`src/include/asoi_pkg.sv`:
```
package asoi_pkg;
   localparam int unsigned ASOI_RES_BITS       = 10;
   localparam int unsigned ASOI_PIPE_LATENCY   = 2;
   localparam int unsigned ASOI_BUF_DEPTH      = 2;
   localparam int unsigned ASOI_MAX_RATE_KSPS  = 25000;
   localparam int unsigned ASOI_REF_CLK_KHZ    = 50000;
   // Fewest ref_clk cycles between two conversion clock falls at the top rate
   localparam int unsigned ASOI_MIN_CONV_CYC   =
      (ASOI_REF_CLK_KHZ + ASOI_MAX_RATE_KSPS - 1) / ASOI_MAX_RATE_KSPS;
   localparam logic [9:0]  ASOI_CODE_ZERO      = 10'h000;
   localparam logic [9:0]  ASOI_CODE_FULL      = 10'h3FF;
   localparam logic        ASOI_OE_RELEASED    = 1'b1;
   typedef enum logic [1:0] {ASOI_ST_STANDBY, ASOI_ST_RUN} asoi_state_t;
endpackage

```
`src/design/asoi_buf2.sv`:
```
`timescale 1ns/1ps
module asoi_buf2 #(
   parameter int unsigned WIDTH = 10,
   parameter int unsigned DEPTH = 2
) (
   input  wire logic             ref_clk,
   input  wire logic             nrst,
   input  wire logic             in_valid,
   output logic                  in_ready,
   input  wire logic [WIDTH-1:0] in_data,
   output logic                  out_valid,
   input  wire logic             out_ready,
   output logic [WIDTH-1:0]      out_data
);
   localparam int unsigned AW = (DEPTH > 1) ? $clog2(DEPTH) : 1;
   logic [WIDTH-1:0] mem_ff [DEPTH];
   logic [AW-1:0]    wr_ff;
   logic [AW-1:0]    rd_ff;
   logic [AW:0]      cnt_ff;
   logic             push;
   logic             pop;

   assign in_ready  = (cnt_ff != (AW+1)'(DEPTH));
   assign out_valid = (cnt_ff != '0);
   assign push      = in_valid && in_ready;
   assign pop       = out_valid && out_ready;

   function automatic logic [AW-1:0] wrap_inc(input logic [AW-1:0] p);
      wrap_inc = (p == AW'(DEPTH-1)) ? '0 : AW'(p + 1'b1);
   endfunction

   always_ff @(posedge ref_clk) begin
      if (push) begin
         mem_ff[wr_ff] <= in_data;
      end
   end

   // Registered read data so the consumer sees a flop output
   always_ff @(posedge ref_clk) begin
      if (!nrst) begin
         out_data <= '0;
      end else if (pop && cnt_ff > (AW+1)'(1)) begin
         out_data <= mem_ff[wrap_inc(rd_ff)];
      end else if (push && (cnt_ff == '0 || (pop && cnt_ff == (AW+1)'(1)))) begin
         out_data <= in_data;
      end
   end

   always_ff @(posedge ref_clk) begin
      if (!nrst) begin
         wr_ff  <= '0;
         rd_ff  <= '0;
         cnt_ff <= '0;
      end else begin
         if (push) begin
            wr_ff <= wrap_inc(wr_ff);
         end
         if (pop) begin
            rd_ff <= wrap_inc(rd_ff);
         end
         cnt_ff <= cnt_ff + (AW+1)'(push) - (AW+1)'(pop);
      end
   end
endmodule

```
`src/design/asoi_top.sv`:
```
`timescale 1ns/1ps
// What this block does
// - Sample the analog input on every falling conversion clock edge while out of standby, one per cycle.
// - Drive each result on the data pins shortly after a falling clock edge.
// - Ten result bits; bit 0 is least significant, bit 9 most significant.
// - Straight unsigned binary: lowest input all zeros, highest input all ones.
// - Standby input high: low-power standby and data pins released, any enable.
// - Pins driven only when active-low enable and standby input are both low.
module asoi_top
   import asoi_pkg::*;
#(
   parameter int unsigned RES_BITS = ASOI_RES_BITS,
   parameter int unsigned LATENCY  = ASOI_PIPE_LATENCY,
   parameter int unsigned BUF_DEP  = ASOI_BUF_DEPTH
) (
   input  wire logic                ref_clk,
   input  wire logic                nrst,
   input  wire logic                conv_clk_pin,
   input  wire logic                output_enable_n_pin,
   input  wire logic                standby_request,
   input  wire logic [RES_BITS-1:0] analog_sample_input,
   output logic      [RES_BITS-1:0] result_bits,
   output logic      [RES_BITS-1:0] result_bits_oe_n,
   output logic                     result_valid_ff,
   output logic                     standby_ff,
   output logic                     overrun_ff
);
   logic [2:0]                conv_sync_ff;
   logic [1:0]                oen_sync_ff;
   logic [1:0]                sby_sync_ff;
   logic [RES_BITS-1:0]       smp_meta_ff;
   logic [RES_BITS-1:0]       smp_sync_ff;
   logic [RES_BITS-1:0]       pipe_ff [LATENCY];
   logic [LATENCY-1:0]        pipe_vld_ff;
   logic                      fall;
   logic                      buf_in_ready;
   logic                      buf_out_valid;
   logic [RES_BITS-1:0]       buf_out_data;
   logic                      take;
   logic                      running;
   logic                      push_req;
   logic                      rate_err;
   logic                      full_err;
   logic [7:0]                gap_ff;
   asoi_state_t               state_ff;
   asoi_state_t               nxt_state;

   // Pins are asynchronous to ref_clk; first stage feeds only the second
   // Clock pin: two synchroniser stages plus one history stage for the edge detector
   always_ff @(posedge ref_clk) begin
      if (!nrst) begin
         conv_sync_ff <= '0;
      end else begin
         conv_sync_ff <= {conv_sync_ff[1:0], conv_clk_pin};
      end
   end

   // Controls reset to released and standby so the pins stay quiet until both are seen low
   always_ff @(posedge ref_clk) begin
      if (!nrst) begin
         oen_sync_ff <= {2{ASOI_OE_RELEASED}};
         sby_sync_ff <= 2'b11;
      end else begin
         oen_sync_ff <= {oen_sync_ff[0], output_enable_n_pin};
         sby_sync_ff <= {sby_sync_ff[0], standby_request};
      end
   end

   // Bitwise sampling assumes the sample word is steady around each clock fall
   always_ff @(posedge ref_clk) begin
      if (!nrst) begin
         smp_meta_ff <= '0;
         smp_sync_ff <= '0;
      end else begin
         smp_meta_ff <= analog_sample_input;
         smp_sync_ff <= smp_meta_ff;
      end
   end

   // After reset the history fills with ones from the idle-high pin, which only
   // looks like a rise, so no false sample follows reset
   assign fall    = conv_sync_ff[2] && !conv_sync_ff[1];
   assign running = (state_ff == ASOI_ST_RUN);

   always_comb begin
      nxt_state = state_ff;
      case (state_ff)
         ASOI_ST_STANDBY: begin
            if (!sby_sync_ff[1]) begin
               nxt_state = ASOI_ST_RUN;
            end
         end
         ASOI_ST_RUN: begin
            if (sby_sync_ff[1]) begin
               nxt_state = ASOI_ST_STANDBY;
            end
         end
         default: nxt_state = ASOI_ST_STANDBY;
      endcase
   end

   always_ff @(posedge ref_clk) begin
      if (!nrst) begin
         state_ff <= ASOI_ST_STANDBY;
      end else begin
         state_ff <= nxt_state;
      end
   end

   // Flag follows the next state so it agrees with the state register, not a cycle late
   always_ff @(posedge ref_clk) begin
      if (!nrst) begin
         standby_ff <= 1'b1;
      end else begin
         standby_ff <= (nxt_state == ASOI_ST_STANDBY);
      end
   end

   // Sample pipeline advances once per falling edge; in standby the data holds and all valid flags clear
   genvar g;
   generate
      for (g = 0; g < LATENCY; g++) begin : g_pipe
         logic [RES_BITS-1:0] src;
         logic                src_vld;
         if (g == 0) begin : g_head
            assign src     = smp_sync_ff;
            assign src_vld = 1'b1;
         end else begin : g_tail
            assign src     = pipe_ff[g-1];
            assign src_vld = pipe_vld_ff[g-1];
         end
         always_ff @(posedge ref_clk) begin
            if (!nrst) begin
               pipe_ff[g]     <= '0;
               pipe_vld_ff[g] <= 1'b0;
            end else if (!running) begin
               pipe_vld_ff[g] <= 1'b0;
            end else if (fall) begin
               pipe_ff[g]     <= src;
               pipe_vld_ff[g] <= src_vld;
            end
         end
      end
   endgenerate

   // A word leaves the pipe at the fall that overwrites its last stage
   assign push_req = fall && pipe_vld_ff[LATENCY-1] && running;

   // Buffer absorbs up to BUF_DEP words while the pins are disabled; a further word is lost and flags overrun
   asoi_buf2 #(
      .WIDTH (RES_BITS),
      .DEPTH (BUF_DEP)
   ) u_buf (
      .ref_clk   (ref_clk),
      .nrst      (nrst),
      .in_valid  (push_req),
      .in_ready  (buf_in_ready),
      .in_data   (pipe_ff[LATENCY-1]),
      .out_valid (buf_out_valid),
      .out_ready (take),
      .out_data  (buf_out_data)
   );

   // Drain when enabled and running; a disabled output or standby stalls the buffer
   assign take = buf_out_valid && !oen_sync_ff[1] && running;

   // The word on the pins holds until the next one is taken
   always_ff @(posedge ref_clk) begin
      if (!nrst) begin
         result_bits <= ASOI_CODE_ZERO;
      end else if (take) begin
         result_bits <= buf_out_data;
      end
   end

   always_ff @(posedge ref_clk) begin
      if (!nrst) begin
         result_valid_ff <= 1'b0;
      end else begin
         result_valid_ff <= take;
      end
   end

   // Enables low means driven
   always_ff @(posedge ref_clk) begin
      if (!nrst) begin
         result_bits_oe_n <= '1;
      end else if (sby_sync_ff[1]) begin
         result_bits_oe_n <= '1;
      end else if (oen_sync_ff[1]) begin
         result_bits_oe_n <= '1;
      end else begin
         result_bits_oe_n <= '0;
      end
   end

   // Saturating gap counter: a long idle stretch cannot wrap into a false rate error.
   // Two-flop sampling cannot resolve falls closer than two cycles apart.
   always_ff @(posedge ref_clk) begin
      if (!nrst) begin
         gap_ff <= '0;
      end else if (fall) begin
         gap_ff <= 8'h01;
      end else if (gap_ff != 8'hFF && gap_ff != 8'h00) begin
         gap_ff <= gap_ff + 8'h01;
      end
   end

   assign rate_err = fall && gap_ff != 8'h00 && gap_ff < 8'(ASOI_MIN_CONV_CYC);
   assign full_err = push_req && !buf_in_ready;

   // Sticky until reset so a short overrun is not missed by slow capture logic
   always_ff @(posedge ref_clk) begin
      if (!nrst) begin
         overrun_ff <= 1'b0;
      end else if (rate_err || full_err) begin
         overrun_ff <= 1'b1;
      end
   end
endmodule

```
`config.mk`:
```
export PLATFORM = sky130hd
export DESIGN_NAME = asoi_top
export DESIGN_NICKNAME = d
export VERILOG_FILES = /design/src/include/asoi_pkg.sv /design/src/design/asoi_buf2.sv /design/src/design/asoi_top.sv
export SDC_FILE = /design/constraint.sdc
export NUM_CORES = 1
export LEC_CHECK = 0
export BUFFER_PORTS_ARGS = -buffer_cell sky130_fd_sc_hd__buf_4
export CELL_PAD_IN_SITES_DETAIL_PLACEMENT = 1
export CELL_PAD_IN_SITES_GLOBAL_PLACEMENT = 1
export CORE_UTILIZATION = 50
export CTS_CLUSTER_DIAMETER = 60
export DETAILED_ROUTE_END_ITERATION = 6
export PLACE_DENSITY = 0.93
export SYNTH_ARGS = -nofsm -noshare
export SYNTH_HDL_FRONTEND = slang
export SYNTH_HIERARCHICAL = 1
export SYNTH_SLANG_ARGS = --single-unit
```
`constraint.sdc`:
```
create_clock -name ref_clk -period 5.7 [get_ports ref_clk]
set_input_delay 0.57 -clock ref_clk [delete_from_list [all_inputs] [get_ports ref_clk]]
set_output_delay 0.57 -clock ref_clk [all_outputs]
set_load 0.01 [all_outputs]
```
---- Yosys cells after proc, flatten, opt, wreduce, memory -nomap -nowiden ----
Memory sizes are Yosys's and may differ from the RTL's.
Index checks and enable logic that the tools add are counted.
word-level totals
  register bits ........................... 76
  bits in read-only memories .............. 0
  bits in latches ......................... 0
  input port bits ......................... 15
  memories ................................ 2
  RAM bits ................................ 40
  output and inout bits ................... 23
  word-level logic and storage cells ...... 83
operators by class
  multiply operators ...................... 0
  shifts and indexed selects .............. 0
  div/mod/pow operators ................... 0
  equal/unequal tests ..................... 4
  add/subtract/negate cells ............... 5
  bitwise gates (word level) .............. 3
  order comparisons ....................... 2
  reductions and logical operators ........ 29
  mux-type cells .......................... 19
memory list
  name          words  width  rd ports  clocked after Yosys merged registers in  wr ports  line             RTL
  pipe_ff       2      10     2         0                                        2         asoi_top.sv:33   logic [RES_BITS-1:0] pipe_ff [LATENCY];
  u_buf.mem_ff  2      10     1         0                                        1         asoi_buf2.sv:16  logic [WIDTH-1:0] mem_ff [DEPTH];
operators by type and width
  cell                                                                             count
  10-bit 2-to-1 mux                                                                5
  1-bit logical AND                                                                14
  1-bit 2-to-1 mux                                                                 11
  8-bit by 1-bit adder with 8-bit output, second input constant                    1
  8-bit by 2-bit < comparator with 1-bit output, second input constant             1
  8-bit inequality test, second input constant                                     1
  8-bit nonzero test                                                               1
  2-bit zero test                                                                  3
  2-bit nonzero test                                                               3
  2-bit by 1-bit == test with 1-bit output, second input constant                  2
  2-bit 2-to-1 mux                                                                 2
  2-bit one-hot mux with 2 select lines                                            1
  2-bit OR reduction                                                               2
  1-bit zero test                                                                  3
  1-bit adder, second input constant                                               2
  2-bit by 1-bit adder with 2-bit output                                           1
  2-bit by 1-bit greater-than comparator with 1-bit output, second input constant  1
  1-bit logical OR                                                                 2
  2-bit inequality test, second input constant                                     1
  1-bit OR                                                                         2
  2-bit AND reduction                                                              1
  2-bit by 1-bit subtractor with 2-bit output                                      1
  1-bit inverter                                                                   1

---- Logic depth before layout (Yosys ltp) ----
  depth after elaboration ................. 9
  depth in mapped cells ................... 13
  gate-level depth less buffers ........... 11

---- Modules after synthesis ----
The synthesis kept the hierarchy.
modules (own cells, without submodules)
  module     cells each  sequential area each (µm²)  area an instance (µm²)  instances
  asoi_top   240         1661.6                      2588.7                  1
  asoi_buf2  91          880.8                       1381.3                  1

---- Worst setup path before layout ----
Ideal clock, no wire load.
  path kind ............................... register -> register
  start ................................... reg conv_sync_ff[1]
  end ..................................... mem pipe_ff[0][0] (netlist bit) (enable)
  clock period less this slack ............ 2414 ps
  stages on the path, launching flop included .. 3
  arrival time ............................ 1989 ps
  required time ........................... 5275 ps
  setup time .............................. 425 ps
  setup slack ............................. 3286 ps
  path buffers ............................ 0
  cell sequence ........................... dfxtp_1 > nand2b_1 > o21ai_0
RTL lines
  what                      line            RTL
  start: declaration        asoi_top.sv:28  logic [2:0] conv_sync_ff;
  start signal: assignment  asoi_top.sv:54  conv_sync_ff <= {conv_sync_ff[1:0], conv_clk_pin};
  end: declaration          asoi_top.sv:33

---- Worst setup path after layout ----
  start ................................... reg u_buf.cnt_ff[1]
  end ..................................... reg u_buf.cnt_ff[1]
between the ends
  longest elaborated chain between the ends .. 5
RTL lines
  what                                             line             RTL
  start: declaration                               asoi_buf2.sv:19  logic [AW:0] cnt_ff;
  start signal: assignment                         asoi_buf2.sv:61  cnt_ff <= cnt_ff + (AW+1)'(push) - (AW+1)'(pop);
  2-bit nonzero test (*)                           asoi_buf2.sv:24  assign out_valid = (cnt_ff != '0);
  via buf_out_valid                                asoi_top.sv:37   logic buf_out_valid;
  1-bit logical AND (2 in a row)                   asoi_top.sv:165  assign take = buf_out_valid && !oen_sync_ff[1] && running;
  1-bit logical AND (*)                            asoi_buf2.sv:26  assign pop = out_valid && out_ready;
  via u_buf.pop                                    asoi_buf2.sv:21  logic pop;
  2-bit by 1-bit subtractor with 2-bit output (*)  asoi_buf2.sv:61
Mark *: on every way through the listed nets, which the timed path passes. The rest lies on a longest branch.
A chain may end at the register's enable or synchronous reset.

==> reports/qor.txt <==
DRT
----------------------------------------------------------------------------------------------------
Routed wire per std cell                                                                     16.7 µm
Via count                                                                                      2,402
Post-DRT Antenna Nets                                                                              0
Total length of routed wires                                                                 7.81 mm
Post-route DRC                                                                                     0
First-pass iteration count of the detailed router                                                  4
Number of vias per cell after detailed routing                                                  5.14
Detailed router's first-iteration violation count                                                 67

FLOW RUN
----------------------------------------------------------------------------------------------------
Max-cap violation count                                                                            0

YOSYS
----------------------------------------------------------------------------------------------------
Warning count from the yosys run                                                                   6
Count of distinct cell types in the synthesized netlist                                           42
Mapped cell area                                                                            3970 µm²
Mapped Cells                                                                                     331
Post-synthesis net count                                                                         350
Average cell area after synthesis                                                           12.0 µm²
Prevailing post-synth register cell                                                     sky130_fd_sc_hd__dfxtp_1
Fraction of the yosys area taken by sequential cells                                           64.0%
Number of enable-type register cells in the synthesized netlist                                   40
FFs w/ async S/R, synth                                                                           0%
Yosys reg bits                                                                                   107

GLOBAL ROUTE
----------------------------------------------------------------------------------------------------
Total global routing overflow                                                                      0
Number of antenna violations at the first check in global routing                                  0
Vias in the first global route                                                                 2,540
First-pass GRT wire length                                                                   12.7 mm
Pin count of the biggest net entering global routing                                              36
All-Layer GR Usage                                                                             20.3%

CTS
----------------------------------------------------------------------------------------------------
Clock sinks                                                                                      107
Hold Buf Count CTS                                                                                 0
Clock-pin slew reported for the worst setup and hold paths after clock tree synthesis        0.10 ns
TritonCTS clock tree                                                                            done
Count of H-tree levels built during CTS                                                            3
Count of buffers added by post-CTS timing repair for setup                                         0
Clock insertion delay at the later pin of the skew report                                    0.37 ns
Cell chosen for the clock root                                                          sky130_fd_sc_hd__clkbuf_8
Number of buffers created by CTS                                                                   9
Number of gates resized after cts                                                                  0
Maximum count of clock buffers along a single path                                                 2

LAYOUT
----------------------------------------------------------------------------------------------------
Total Nets Final                                                                                 379
P&R area growth vs syn                                                                         11.7%
Ratio of cells with drive above 1 in the final layout                                          20.0%
Sequential cell area                                                                        2540 µm²
Multi-input combinational cell area                                                         1260 µm²
Count of non-filler cells in the finished layout                                                 467
Total inserted antenna cells                                                                       0
Total of fill cells in the finished design                                                       822

WORST SETUP PATH
----------------------------------------------------------------------------------------------------
End of the worst register-to-register path                                              u_buf/cnt_ff[1]
Flop-to-flop setup slack                                                                     3.05 ns
Worst reg-to-reg path cell count                                                                  11
Nature of the critical path startpoint                                                          flop
Critical path type                                                                           reg2reg
CP Max Fanout                                                                                     13
Endpoint required time on the critical path                                                  5.95 ns
Kind of end point of the critical path                                                          flop
Data arrival time of the worst path                                                          2.90 ns
Startpoint of the worst-slack reg-to-reg timing path                                    u_buf/cnt_ff[1]

FLOORPLANNING
----------------------------------------------------------------------------------------------------
Die Footprint                                                                               8300 µm²
Standard-cell row count                                                                           32
Top Ports                                                                                         38
Overall die width                                                                            91.1 µm
Area of the placeable core                                                                  7690 µm²
Starting utilization of the core area                                                          51.6%
Vertical die dimension                                                                       91.1 µm

HOLD PATH
----------------------------------------------------------------------------------------------------
HP Class                                                                                      in2reg
Hold Startpoint                                                                         standby_request
Instance count along the most critical hold path                                                   2
Endpoint of the worst hold-timing path                                                  sby_sync_ff[0]

TIMING
----------------------------------------------------------------------------------------------------
Slew of the pin with the lowest slew margin                                                 0.930 ns
Timing-limited maximum frequency                                                             377 MHz
Portion of the clock cycle consumed by the worst path in the final layout                      46.5%
Slew Viols, Final                                                                                  0
Clock period minus worst slack                                                               2.65 ns
Max-slew headroom                                                                              37.7%
Setup TNS                                                                                       0 ns
RSZ-0062 raised after global routing                                                              no
Hold slack final                                                                            0.397 ns
Total of endpoints with negative setup slack in the final report                                   0
Clock tree skew after final layout                                                         0.0171 ns
Post-route worst setup slack                                                                 3.05 ns
Final hold viol count                                                                              0

POWER AND IR DROP
----------------------------------------------------------------------------------------------------
Pwr/cell area                                                                             291 nW/µm²
Worst voltage drop across the vdd grid                                                      0.149 mV
Leakage power figure                                                                         1.73 nW

PLACEMENT
----------------------------------------------------------------------------------------------------
HPWL after DPL                                                                               5.57 mm
Gp weighted congestion                                                                         0.790
Pre-CTS worst setup slack                                                                    3.09 ns
IO Port Bufs                                                                                      37
Number of placed instances, taps included                                                        451

OUTCOME
----------------------------------------------------------------------------------------------------
Run status                                                                              finished, final reports clean

-- through the flow --
step,cell area (µm²),power (mW),utilization [%]
final,4430,1.29,57.7
after global routing,4430,1.34,57.7
after CTS,4430,1.30,57.7
after detailed placement,4260,0.889,55.4
after global placement,4260,0.882,55.4
after floorplan,3970,0.872,-
-- cell type report --
| cell class | count | share of cell area [%] |
|---|---|---|
| flip-flops and latches | 107 | 57.4 |
| clock buffers | 10 | 2.88 |
| clock inverters | 6 | 1.07 |
| well taps | 102 | 2.88 |
| multi-input cells | 194 | 28.5 |
| repair buffers | 38 | 6.44 |
| inverters | 10 | 0.847 |
-- power by group --
part | switching, mW | internal (mW)
Clock | 0.254 | 0.164
Combinational | 0.0303 | 0.0228
Sequential | 0.0119 | 0.807
Total | 0.296 | 0.994
-- synth_stat cells (2+ instances only) --
master	instances	area, µm²
sky130_fd_sc_hd__a21oi_1	17	85.1
sky130_fd_sc_hd__and2_1	46	288
sky130_fd_sc_hd__and3_1	3	18.8
sky130_fd_sc_hd__buf_4	9	67.6
sky130_fd_sc_hd__buf_6	2	22.5
sky130_fd_sc_hd__clkbuf_1	8	30.0
sky130_fd_sc_hd__dfxtp_1	67	1340
sky130_fd_sc_hd__edfxtp_1	40	1200
sky130_fd_sc_hd__ha_1	4	50.1
sky130_fd_sc_hd__inv_1	10	37.5
sky130_fd_sc_hd__mux2_2	10	113
sky130_fd_sc_hd__mux2i_1	12	120
sky130_fd_sc_hd__nand2_1	29	109
sky130_fd_sc_hd__nand2b_1	8	50.1
sky130_fd_sc_hd__nand3_1	5	25.0
sky130_fd_sc_hd__nor2_1	12	45.0
sky130_fd_sc_hd__nor2b_1	2	12.5
sky130_fd_sc_hd__nor3_1	2	10.0
sky130_fd_sc_hd__nor4_1	2	12.5
sky130_fd_sc_hd__o21ai_0	4	20.0
sky130_fd_sc_hd__o2bb2ai_1	10	87.6
sky130_fd_sc_hd__o31ai_1	2	15.0
sky130_fd_sc_hd__or2_2	2	12.5
sky130_fd_sc_hd__or3_1	5	31.3
sky130_fd_sc_hd__xor2_1	3	26.3
-- worst max path at each step --
| stage | slack [ns] | startpoint | endpoint | cells past startpoint |
|---|---|---|---|---|
| 3_3_place_gp | 3.27 | u_buf/cnt_ff[1] | u_buf/cnt_ff[1] | 11 |
| 5_1_grt | 2.85 | u_buf/cnt_ff[1] | u_buf/cnt_ff[1] | 11 |
| 3_5_place_dp | 3.09 | u_buf/cnt_ff[1] | u_buf/cnt_ff[1] | 11 |
| 2_1_floorplan | 3.29 | conv_sync_ff[1] | pipe_ff[0][0] | 2 |
| 6_report | 3.05 | u_buf/cnt_ff[1] | u_buf/cnt_ff[1] | 11 |
| 4_1_cts | 3.05 | u_buf/cnt_ff[1] | u_buf/cnt_ff[1] | 11 |
-- worst max-delay path, stage by stage (launching register included) --
cell	delay, ns
sky130_fd_sc_hd__dfxtp_1	0.49
sky130_fd_sc_hd__or2_2	0.18
sky130_fd_sc_hd__nand2b_1	0.07
sky130_fd_sc_hd__or2_2	0.39
sky130_fd_sc_hd__inv_1	0.33
sky130_fd_sc_hd__o21a_1	0.22
sky130_fd_sc_hd__ha_1	0.24
sky130_fd_sc_hd__inv_1	0.06
sky130_fd_sc_hd__ha_1	0.16
sky130_fd_sc_hd__xor2_1	0.19
sky130_fd_sc_hd__and2_1	0.16
sky130_fd_sc_hd__nor3_1	0.04
-- flip-flops by register name, indices dropped and copies added, names as in the netlist, 2 cells and up --
signal          count
pipe_ff            20
u_buf/mem_ff       20
g_pipe.src         10
result_bits        10
smp_meta_ff        10
u_buf/out_data     10
gap_ff              8
conv_sync_ff        3
oen_sync_ff         2
sby_sync_ff         2
state_ff            2
u_buf/cnt_ff        2
-- cells by family (layout without fill, tap and decap cells) --
family,after synthesis,after routing,synth area share [%]
XOR/XNOR,4,4,0.883
other,1,1,0.0945
adder cells (fa/ha/maj),4,4,1.26
AO/OA/AOI/OAI,39,39,6.71
AND/OR/NAND/NOR,124,124,17.1
multiplexers,22,22,5.86
flip-flops,107,107,64.0
buffers and inverters,30,64,4.10
-- cell usage in the layout (no fill, tap or decap), types with 5 or more instances in the layout --
cell type,instances
sky130_fd_sc_hd__a21oi_1,17
sky130_fd_sc_hd__and2_1,46
sky130_fd_sc_hd__buf_4,38
sky130_fd_sc_hd__clkbuf_8,9
sky130_fd_sc_hd__dfxtp_1,67
sky130_fd_sc_hd__edfxtp_1,40
sky130_fd_sc_hd__inv_1,10
sky130_fd_sc_hd__mux2_2,10
sky130_fd_sc_hd__mux2i_1,12
sky130_fd_sc_hd__nand2_1,29
sky130_fd_sc_hd__nand2b_1,8
sky130_fd_sc_hd__nand3_1,5
sky130_fd_sc_hd__nor2_1,12
sky130_fd_sc_hd__o2bb2ai_1,10
sky130_fd_sc_hd__or3_1,5
-- layer usage --
| metal | GRT usage, % | up-vias | wire length [µm] |
|---|---|---|---|
| met5 | 0 | - | 0 |
| met4 | 10.1 | 0 | 207 |
| met3 | 3.52 | 19 | 237 |
| met2 | 36.6 | 54 | 4150 |
| met1 | 23.0 | 1148 | 3210 |
| li1 | - | 1181 | - |
Note: power is estimated with default switching activity, not from simulation.
